==> src/common/tocs_pkg.sv <==
package tocs_pkg;

    localparam int          ADDR_W      = 8;
    localparam int          DATA_W      = 32;
    localparam int          CNT_W       = 16;
    localparam int          NCHAN       = 6;
    localparam int          NPIN        = 4;
    localparam int          NCNT        = 2;

    // Register indices; the byte address is four times the index
    localparam logic [7:0]  IDX_MODE    = 8'h00;
    localparam logic [7:0]  IDX_CHMODE  = 8'h02;
    localparam logic [7:0]  IDX_OUTCTL  = 8'h04;
    localparam logic [7:0]  IDX_TBSTAT  = 8'h06;
    localparam logic [7:0]  IDX_CC0     = 8'h0C;
    localparam logic [7:0]  IDX_CC_STEP = 8'h02;
    localparam logic [7:0]  IDX_IRQSTAT = 8'h20;
    localparam logic [7:0]  IDX_IRQMASK = 8'h22;

    localparam logic [ADDR_W-1:0] ADDR_MODE    = 8'(IDX_MODE * 4);
    localparam logic [ADDR_W-1:0] ADDR_CHMODE  = 8'(IDX_CHMODE * 4);
    localparam logic [ADDR_W-1:0] ADDR_OUTCTL  = 8'(IDX_OUTCTL * 4);
    localparam logic [ADDR_W-1:0] ADDR_TBSTAT  = 8'(IDX_TBSTAT * 4);
    localparam logic [ADDR_W-1:0] ADDR_CC0     = 8'(IDX_CC0 * 4);
    localparam logic [ADDR_W-1:0] ADDR_CC_STEP = 8'(IDX_CC_STEP * 4);
    localparam logic [ADDR_W-1:0] ADDR_IRQSTAT = 8'(IDX_IRQSTAT * 4);
    localparam logic [ADDR_W-1:0] ADDR_IRQMASK = 8'(IDX_IRQMASK * 4);

    // Timer mode register fields
    localparam int          MODE_CNT0_EN = 0;
    localparam int          MODE_CNT1_EN = 2;
    localparam int          MODE_POWER   = 15;
    localparam logic [15:0] MODE_WMASK   = 16'h8005;
    localparam logic [15:0] MODE_RESET   = 16'h0000;

    // Channel mode register: counter assignment bits of pin channels 1..4
    localparam int          CHM_SEL_LSB  = 12;
    localparam logic [15:0] CHM_WMASK    = 16'hF000;
    localparam logic [15:0] CHM_RESET    = 16'h0000;

    // Output control: one nibble per pin channel m, nibble m-1
    localparam int          OC_FIELD_W   = 4;
    localparam int          OC_MODE_OFS  = 1;
    localparam int          OC_ALV_OFS   = 2;
    localparam int          OC_OE_OFS    = 3;
    localparam logic [15:0] OC_WMASK     = 16'hEEEE;
    localparam logic [15:0] OC_RESET     = 16'h4444;

    // Timebase status fields
    localparam int          TB_OVF_LSB   = 0;
    localparam int          TB_RUN_LSB   = 6;
    localparam logic [7:0]  TB_RESET     = 8'h00;

    // Counter start and stop latency in peripheral clocks
    localparam int          START_CLKS   = 4;
    localparam int          STOP_CLKS    = 1;

    typedef struct packed {
        logic oe;
        logic alv;
        logic mode;
        logic sel;
    } tocs_chcfg_t;

    function automatic logic [15:0] tocs_merge16(input logic [15:0] old_v,
                                                 input logic [15:0] new_v,
                                                 input logic [1:0]  strb,
                                                 input logic [15:0] wmask);
        logic [15:0] m;
        m = {{8{strb[1]}}, {8{strb[0]}}} & wmask;
        return (old_v & ~m) | (new_v & m);
    endfunction : tocs_merge16

endpackage : tocs_pkg

==> src/design/tocs_top.sv <==
// Overview of operation
// The output control register takes writes per byte lane and reads as a whole word, so words, bytes and bits work.
// Any reset loads the output control register with 4444 hex, active levels high and all else clear.
// An output-enable bit at zero holds its channel pin at the inactive level, at one lets the timer drive it.
// An active-level bit at zero makes its channel pin active low, at one active high.
// Software stops the counter and waits for its running flag to read zero before changing an active level.
// Software does not rewrite an active level while power and the matching counter enable are both set.
// In capture mode an input edge copies the assigned counter into the channel register and raises its event.
// In compare mode equality of register and assigned counter raises the event, and the pin runs PWM if enabled.
// Software changes capture/compare mode bits only while the power bit is zero.
// The timebase status register is read-only.
// Any reset clears the timebase status register.
// Status bits 5 to 0 show whether the assigned counter overflowed between two captures of each register.
// An overflow status bit updates only when its capture/compare register is read, so that is read first.
// Status bits 7 and 6 show that the second and first counters are running.
// Clearing a counter enable stops and deactivates it after one clock, setting it starts after four.
// Each pin channel follows the first counter when its assignment bit is zero and the second when one.
// A pin held inactive drives the complement of its active level, and unused bits read as zero.
`timescale 1ns/1ns
module tocs_top
    import tocs_pkg::*;
(
    input  wire logic                        mclk_in,
    input  wire logic                        rst_n_in,
    input  wire logic [tocs_pkg::ADDR_W-1:0] paddr_in,
    input  wire logic                        psel_in,
    input  wire logic                        penable_in,
    input  wire logic                        pwrite_in,
    input  wire logic [tocs_pkg::DATA_W-1:0] pwdata_in,
    input  wire logic [3:0]                  pstrb_in,
    output logic [tocs_pkg::DATA_W-1:0]      prdata_out,
    output logic                             pready_out,
    output logic                             pslverr_out,
    input  wire logic [tocs_pkg::CNT_W-1:0]  counter0_in,
    input  wire logic [tocs_pkg::CNT_W-1:0]  counter1_in,
    input  wire logic [tocs_pkg::NCNT-1:0]   counter_ovf_in,
    input  wire logic [tocs_pkg::NCHAN-1:0]  capture_edge_in,
    output logic [tocs_pkg::NCNT-1:0]        counter_run_out,
    output logic [tocs_pkg::NCNT-1:0]        counter_clear_out,
    output logic [tocs_pkg::NPIN-1:0]        channel_output_pin_out,
    output logic [tocs_pkg::NCHAN-1:0]       channel_match_interrupt_out,
    output logic                             irq_out
);
    import tocs_pkg::*;

    logic [15:0]       mode_q;
    logic [15:0]       mode_d;
    logic [15:0]       chmode_q;
    logic [15:0]       chmode_d;
    logic [15:0]       outctl_q;
    logic [15:0]       outctl_d;
    logic [NCHAN-1:0]  istat_q;
    logic [NCHAN-1:0]  istat_d;
    logic [NCHAN-1:0]  imask_q;
    logic [NCHAN-1:0]  imask_d;
    logic              irq_q;
    logic [DATA_W-1:0] prdata_q;
    logic [DATA_W-1:0] rdata;

    wire  logic              setup;
    wire  logic              wr_acc;
    wire  logic              rd_acc;
    wire  logic              hit_mode;
    wire  logic              hit_chmode;
    wire  logic              hit_outctl;
    wire  logic              hit_tbstat;
    wire  logic              hit_istat;
    wire  logic              hit_imask;
    wire  logic [NCHAN-1:0]  hit_cc;
    wire  logic              mapped;
    wire  logic [NCNT-1:0]   cnt_en;
    wire  logic [NCNT-1:0]   running;
    wire  logic [NCHAN-1:0]  events;
    wire  logic [NCHAN-1:0]  ovf_flags;
    wire  logic [NCHAN-1:0]  pins;
    wire  logic [7:0]        tbstat;
    wire  logic [15:0]       wdata16;
    wire  logic [1:0]        wstrb16;
    wire  logic [CNT_W-1:0]  ccr     [NCHAN];
    wire  logic [CNT_W-1:0]  cc_rd   [NCHAN];
    tocs_chcfg_t             cfg     [NCHAN];

    // Bus decode
    assign setup      = psel_in && !penable_in;
    assign wr_acc     = psel_in && penable_in && pwrite_in;
    assign rd_acc     = psel_in && penable_in && !pwrite_in;
    assign hit_mode   = (paddr_in == ADDR_MODE);
    assign hit_chmode = (paddr_in == ADDR_CHMODE);
    assign hit_outctl = (paddr_in == ADDR_OUTCTL);
    assign hit_tbstat = (paddr_in == ADDR_TBSTAT);
    assign hit_istat  = (paddr_in == ADDR_IRQSTAT);
    assign hit_imask  = (paddr_in == ADDR_IRQMASK);
    assign mapped     = hit_mode || hit_chmode || hit_outctl || hit_tbstat ||
                        hit_istat || hit_imask || (|hit_cc);
    assign wdata16    = pwdata_in[15:0];
    assign wstrb16    = pstrb_in[1:0];

    // Zero wait states; an unmapped address answers with an error and no effect
    assign pready_out  = 1'b1;
    assign pslverr_out = psel_in && penable_in && !mapped;

    // Register writes; only the two low byte lanes carry register bits
    assign mode_d   = (wr_acc && hit_mode) ?
                      tocs_merge16(mode_q, wdata16, wstrb16, MODE_WMASK) : mode_q;
    assign chmode_d = (wr_acc && hit_chmode) ?
                      tocs_merge16(chmode_q, wdata16, wstrb16, CHM_WMASK) : chmode_q;
    assign outctl_d = (wr_acc && hit_outctl) ?
                      tocs_merge16(outctl_q, wdata16, wstrb16, OC_WMASK) : outctl_q;
    assign imask_d  = (wr_acc && hit_imask && pstrb_in[0]) ? pwdata_in[NCHAN-1:0] : imask_q;

    // Clear only the bits the read returned; an event after the setup edge survives, set wins
    assign istat_d  = (istat_q & ~(prdata_q[NCHAN-1:0] & {NCHAN{rd_acc && hit_istat}})) | events;

    // Counters run only with power and their own enable both set
    assign cnt_en[0] = mode_q[MODE_POWER] && mode_q[MODE_CNT0_EN];
    assign cnt_en[1] = mode_q[MODE_POWER] && mode_q[MODE_CNT1_EN];

    always_ff @(posedge mclk_in or negedge rst_n_in)
    begin
        if (!rst_n_in)
        begin
            mode_q   <= MODE_RESET;
            chmode_q <= CHM_RESET;
            outctl_q <= OC_RESET;
            istat_q  <= '0;
            imask_q  <= '0;
            irq_q    <= 1'b0;
        end
        else
        begin
            mode_q   <= mode_d;
            chmode_q <= chmode_d;
            outctl_q <= outctl_d;
            istat_q  <= istat_d;
            imask_q  <= imask_d;
            irq_q    <= |(istat_d & imask_d);
        end
    end

    // Read data is taken in the setup cycle so the access phase shows a flop
    always_ff @(posedge mclk_in or negedge rst_n_in)
    begin
        if (!rst_n_in)
        begin
            prdata_q <= '0;
        end
        else if (setup && !pwrite_in)
        begin
            prdata_q <= rdata;
        end
    end

    genvar gc;
    for (gc = 0; gc < NCNT; gc++)
    begin : g_run
        tocs_run #(
            .START (START_CLKS)
        ) u_run (
            .mclk_in  (mclk_in),
            .rst_n_in (rst_n_in),
            .en_in    (cnt_en[gc]),
            .run_out  (running[gc])
        );
    end

    genvar gi;
    for (gi = 0; gi < NCHAN; gi++)
    begin : g_chan
        wire logic sel;
        wire logic oe;
        wire logic alv;
        wire logic cmode;
        // Channels 0 and 5 belong to one counter each and have no pin
        if (gi == 0 || gi == NCHAN - 1)
        begin : g_fixed
            assign sel   = (gi == NCHAN - 1);
            assign oe    = 1'b0;
            assign alv   = 1'b0;
            assign cmode = 1'b0;
        end
        else
        begin : g_pin
            assign sel   = chmode_q[CHM_SEL_LSB + gi - 1];
            assign oe    = outctl_q[OC_FIELD_W * (gi - 1) + OC_OE_OFS];
            assign alv   = outctl_q[OC_FIELD_W * (gi - 1) + OC_ALV_OFS];
            assign cmode = outctl_q[OC_FIELD_W * (gi - 1) + OC_MODE_OFS];
        end
        assign cfg[gi]    = '{oe: oe, alv: alv, mode: cmode, sel: sel};
        assign hit_cc[gi] = (paddr_in == 8'(ADDR_CC0 + gi * ADDR_CC_STEP));
        assign cc_rd[gi]  = hit_cc[gi] ? ccr[gi] : '0;

        tocs_chan #(
            .CW (CNT_W)
        ) u_chan (
            .mclk_in      (mclk_in),
            .rst_n_in     (rst_n_in),
            .cfg_in       (cfg[gi]),
            .cnt_in       (sel ? counter1_in : counter0_in),
            .ovf_in       (sel ? counter_ovf_in[1] : counter_ovf_in[0]),
            .run_in       (sel ? running[1] : running[0]),
            .edge_in      (capture_edge_in[gi]),
            .wr_in        (wr_acc && hit_cc[gi]),
            .wdata_in     (wdata16),
            .wstrb_in     (wstrb16),
            .rd_in        (rd_acc && hit_cc[gi]),
            .ccr_out      (ccr[gi]),
            .event_out    (events[gi]),
            .ovf_flag_out (ovf_flags[gi]),
            .pin_out      (pins[gi])
        );
    end

    // Read selection
    logic [CNT_W-1:0] cc_sel;
    always_comb
    begin
        cc_sel = '0;
        for (int i = 0; i < NCHAN; i++)
        begin
            cc_sel = cc_sel | cc_rd[i];
        end
    end

    assign tbstat = {running[1], running[0], ovf_flags};

    assign rdata = hit_mode   ? {16'h0000, mode_q}   :
                   hit_chmode ? {16'h0000, chmode_q} :
                   hit_outctl ? {16'h0000, outctl_q} :
                   hit_tbstat ? {24'h000000, tbstat} :
                   hit_istat  ? {26'h0000000, istat_q} :
                   hit_imask  ? {26'h0000000, imask_q} :
                   {16'h0000, cc_sel};

    assign prdata_out                  = prdata_q;
    assign counter_run_out             = running;
    assign counter_clear_out           = {events[NCHAN-1] && outctl_q[0], events[0] && outctl_q[0]};
    assign channel_output_pin_out      = pins[NPIN:1];
    assign channel_match_interrupt_out = events;
    assign irq_out                     = irq_q;

endmodule : tocs_top

==> src/design/tocs_run.sv <==
`timescale 1ns/1ns
module tocs_run
    import tocs_pkg::*;
#(
    parameter int START = START_CLKS
)(
    input  wire logic mclk_in,
    input  wire logic rst_n_in,
    input  wire logic en_in,
    output logic      run_out
);
    import tocs_pkg::*;

    logic [2:0] cnt_q;
    logic [2:0] cnt_d;
    logic       run_q;
    logic       run_d;

    // Stop takes effect on the first edge after the enable falls
    assign cnt_d = (!en_in || run_q) ? 3'h0 : 3'(cnt_q + 3'h1);
    assign run_d = en_in && (run_q || (cnt_q == 3'(START - 1)));

    always_ff @(posedge mclk_in or negedge rst_n_in)
    begin
        if (!rst_n_in)
        begin
            cnt_q <= 3'h0;
            run_q <= 1'b0;
        end
        else
        begin
            cnt_q <= cnt_d;
            run_q <= run_d;
        end
    end

    assign run_out = run_q;

endmodule : tocs_run

==> src/design/tocs_chan.sv <==
`timescale 1ns/1ns
module tocs_chan
    import tocs_pkg::*;
#(
    parameter int CW = CNT_W
)(
    input  wire logic          mclk_in,
    input  wire logic          rst_n_in,
    input  tocs_pkg::tocs_chcfg_t cfg_in,
    input  wire logic [CW-1:0] cnt_in,
    input  wire logic          ovf_in,
    input  wire logic          run_in,
    input  wire logic          edge_in,
    input  wire logic          wr_in,
    input  wire logic [15:0]   wdata_in,
    input  wire logic [1:0]    wstrb_in,
    input  wire logic          rd_in,
    output logic [CW-1:0]      ccr_out,
    output logic               event_out,
    output logic               ovf_flag_out,
    output logic               pin_out
);
    import tocs_pkg::*;

    logic [CW-1:0] ccr_q;
    logic [CW-1:0] ccr_d;
    logic          pend_q;
    logic          pend_d;
    logic          capovf_q;
    logic          capovf_d;
    logic          flag_q;
    logic          flag_d;
    logic          event_q;
    logic          pin_q;
    logic          pin_d;
    wire  logic    capture;
    wire  logic    match;
    wire  logic    pwm_on;

    assign capture  = !cfg_in.mode && run_in && edge_in;
    assign match    = cfg_in.mode && run_in && (cnt_in == ccr_q);
    assign ccr_d    = capture ? cnt_in :
                      (wr_in && cfg_in.mode) ? CW'(tocs_merge16(16'(ccr_q), wdata_in, wstrb_in, 16'hFFFF)) : ccr_q;
    // An overflow in the capture cycle still belongs to the interval just closed
    assign pend_d   = capture ? 1'b0 : (pend_q || ovf_in);
    assign capovf_d = capture ? (pend_q || ovf_in) : capovf_q;
    assign flag_d   = rd_in ? capovf_q : flag_q;
    // Active while the counter is below the compare value
    assign pwm_on   = cfg_in.oe && run_in && cfg_in.mode && (cnt_in < ccr_q);
    assign pin_d    = pwm_on ? cfg_in.alv : !cfg_in.alv;

    always_ff @(posedge mclk_in or negedge rst_n_in)
    begin
        if (!rst_n_in)
        begin
            ccr_q    <= '0;
            pend_q   <= 1'b0;
            capovf_q <= 1'b0;
            flag_q   <= 1'b0;
            event_q  <= 1'b0;
            pin_q    <= 1'b0;
        end
        else
        begin
            ccr_q    <= ccr_d;
            pend_q   <= pend_d;
            capovf_q <= capovf_d;
            flag_q   <= flag_d;
            event_q  <= capture || match;
            pin_q    <= pin_d;
        end
    end

    assign ccr_out      = ccr_q;
    assign event_out    = event_q;
    assign ovf_flag_out = flag_q;
    assign pin_out      = pin_q;

endmodule : tocs_chan

==> config.mk <==
export PLATFORM = sky130hd
export DESIGN_NAME = tocs_top
export DESIGN_NICKNAME = d
export VERILOG_FILES = /design/src/common/tocs_pkg.sv /design/src/design/tocs_top.sv /design/src/design/tocs_run.sv /design/src/design/tocs_chan.sv
export SDC_FILE = /design/constraint.sdc
export NUM_CORES = 1
export LEC_CHECK = 0
export ABC_AREA = 1
export BUFFER_PORTS_ARGS = -buffer_cell sky130_fd_sc_hd__buf_2
export CAP_MARGIN = 20
export CORE_AREA = 2 2 169 129
export CTS_CLUSTER_SIZE = 24
export DETAILED_ROUTE_END_ITERATION = 7
export DIE_AREA = 0 0 171 131
export PLACE_DENSITY = 0.74
export SKIP_CTS_REPAIR_TIMING = 1
export SYNTH_ARGS = -nofsm -noshare
export SYNTH_HDL_FRONTEND = slang
export SYNTH_SLANG_ARGS = --single-unit
==> constraint.sdc <==
create_clock -name mclk_in -period 4.25 [get_ports mclk_in]
set_input_delay 0.425 -clock mclk_in [delete_from_list [all_inputs] [get_ports mclk_in]]
set_output_delay 0.425 -clock mclk_in [all_outputs]
set_load 0.005 [all_outputs]
==> results.json <==
{
  "pwr-share-comb_pct": 12.3,
  "end_kind": "flip-flop",
  "drv_cap": 0,
  "multi_input_area_mm2": 0.005635,
  "viasPerCell": 5.768,
  "io_pins": 138,
  "final_net_count": 1745,
  "worst_clock_skew_ps": 19.51,
  "ys_types": 48,
  "portBuffers": 100,
  "syn_area_mm2": 0.01126,
  "period_minus_slack_ps": 2975,
  "synth_cells": 1514,
  "fp.dieW_um": 171,
  "syn-mean-instance-area_um2": 7.437,
  "num_rows": 46,
  "crit_type": "flip-flop to flip-flop",
  "period_share_pct": 70.01,
  "grt_pass1_vias": 10310,
  "fillers": 1995,
  "hold_viol_final": 0,
  "grt_max_degree": 115,
  "start_kind": "flip-flop",
  "irDropWorstVdd_mv": 0.2934,
  "postLayoutCoreUtil_pct": 59.87,
  "fmax_mhz": 336.1,
  "clk_pin_slew_ps": 90,
  "antenna_left": 0,
  "clk-insertion-delay-late_ps": 470,
  "p_int_mw": 2.788,
  "firstDrtPassIters": 6,
  "r2r_cells": 11,
  "dr.first_iter.drc_count": 1346,
  "slew_headroom_pct": 34.47,
  "drive_above_1_share_pct": 13.68,
  "cts-root-buf": "clkbuf_16",
  "outcome": "completed",
  "synth_area_leaders": "dfrtp_1 (39%), nand2_1 (15%), ha_1 (7.6%)",
  "track_usage_pct": 35.19,
  "synthTopCellsByCount": "nand2_1 (450), dfrtp_1 (176), inv_1 (173)",
  "core-area_mm2": 0.02084,
  "gp_congestion": 0.9406,
  "start_util_pct": 54.04,
  "drc": 0,
  "yosysTopAreaCell": "dfrtp_1",
  "worstMarginPinSlew_ps": 983.0,
  "seq_power_share_pct": 45.6,
  "synth_edf_count": 0,
  "hp-class": "input port to asynchronous set/reset pin",
  "areaGrowthSynthToFinish_pct": 10.79,
  "swShare_pct": 29.66,
  "path_max_fanout": 30,
  "synth_top_cell_area_share_pct": 39.12,
  "setup_tns_ps": 0,
  "clockBufferDepth": 2,
  "vias": 10896,
  "wl_mm": 38.20,
  "die_h_um": 131,
  "synth.most_common_cell": "nand2_1",
  "die_area_mm2": 0.02240,
  "routedWlPerCell_um": 20.22,
  "clock-sinks": 180,
  "htreeDepth": 4,
  "cts-buffers-inserted": 17,
  "num_antenna_cells": 0,
  "async_flop_share_pct": 100.0,
  "p_sw_mw": 1.175,
  "setup_viol": 0,
  "drv_slew": 0,
  "yosysWarnings": 0,
  "grt_pass1_wl_mm": 57.91,
  "power.leakage_nw": 6.234,
  "required_ps": 4600,
  "cellPowerDensity_mw_per_mm2": 317.7,
  "ys_ff_latch": 180,
  "gr-total-overflow": 0,
  "seqCellArea_mm2": 0.004509,
  "pwr-share-clk_pct": 42.1,
  "cts_tree": "built",
  "rsz0062_at_grt": "no",
  "dpl.hpwl_mm": 28.00,
  "cp.arrival_ps": 3320,
  "antenna_found_initial": 0,
  "yosysSeqAreaShare_pct": 40.05,
  "synth-main-ff-cell": "dfrtp_1"
}
metrics by stage:
stage	area, um^2	hold WS [ps]	setup slack [ps]	cells	power (mW)
2_1_floorplan	11320	129.4	2269	1531	2.120
3_3_place_gp	11880	419.5	1457	1857	2.299
3_5_place_dp	11880	430.3	1449	1857	2.312
4_1_cts	12470	150.0	1429	1889	3.945
5_1_grt	12470	162.2	1151	1889	4.089
6_report	12470	94.30	1275	1889	3.963
layout by cell type (no fill, tap or decap), types with 5 or more instances in the layout:
master,instances
nand2_1,450
dfrtp_1,176
inv_1,173
o21ai_0,142
buf_2,99
nor2_1,96
a21oi_1,77
ha_1,68
nand3_1,45
o311ai_1,21
nor3_1,20
conb_1,19
inv_2,18
clkbuf_16,17
o211ai_1,15
buf_4,15
o22ai_1,14
nand4_1,13
nand2_2,11
o21ai_1,10
or2_2,7
nor2_4,7
nor2_2,6
a211oi_1,6
o221ai_1,6
nand3_2,6
o21ai_2,5
o21a_1,5
a31oi_1,5
o311ai_0,5
inv_8,5
metal layers:
layer	global-route usage [%]	wire length (um)	up-vias
met5	0	0	-
met4	11.47	1034	0
li1	-	-	5073
met1	48.87	16140	5102
met3	12.92	5286	70
met2	51.11	15740	651
cell type report:
cell class	instances	share of cell area [%]
Sequential cell	180	36.15
Clock inverter	14	1.264
Timing Repair Buffer	116	5.145
Tap cell	288	2.889
Inverter	194	5.858
Multi-Input combinational cell	1079	45.18
Clock buffer	18	3.521
cells by family after synthesis:
family / synth area share, %
other cells: 0.06670
compound gates: 16.67
flops: 40.05
mux: 0.3778
simple gates: 24.81
fa+ha+maj: 7.556
buf+inv: 10.47
critical path: stages, from the launching register on:
cell and delay, ps:
dfrtp_1 990, buf_4 320, nand2_1 60, o21ai_0 120, ha_1 320, a21oi_1 190
o21a_1 200, nor2_1 50, o21bai_1 390, nand2_1 100, nand2_1 70, nand2_1 50
power groups by stage:
stage                     sequential [mW]  clock, mW  combinational [mW]
final                                1.81       1.67               0.488
after global routing                 1.81       1.73               0.547
after CTS                            1.80       1.66               0.478
after detailed placement             1.84          0               0.474
after global placement               1.84          0               0.463
after floorplan                      1.83          0               0.290
worst paths after layout:
| kind | from | endpoint | slack (ps) |
|---|---|---|---|
| worst min-delay path | rst_n_in | prdata_out[8] | 90 |
| min in group mclk_in | pwdata_in[9] | flip-flop | 240 |
| worst min register to register | g_run[0].u_run.cnt_q[0] | g_run[0].u_run.cnt_q[0] | 440 |
| worst max-delay path | flip-flop | g_chan[4].u_chan.pin_out | 1270 |
| worst max register to register | flip-flop | g_chan[4].u_chan.pin_out | 1270 |
| max in group asynchronous | rst_n_in | asynchronous set/reset pin | 3250 |
Note: power is estimated with default switching activity, not from simulation.
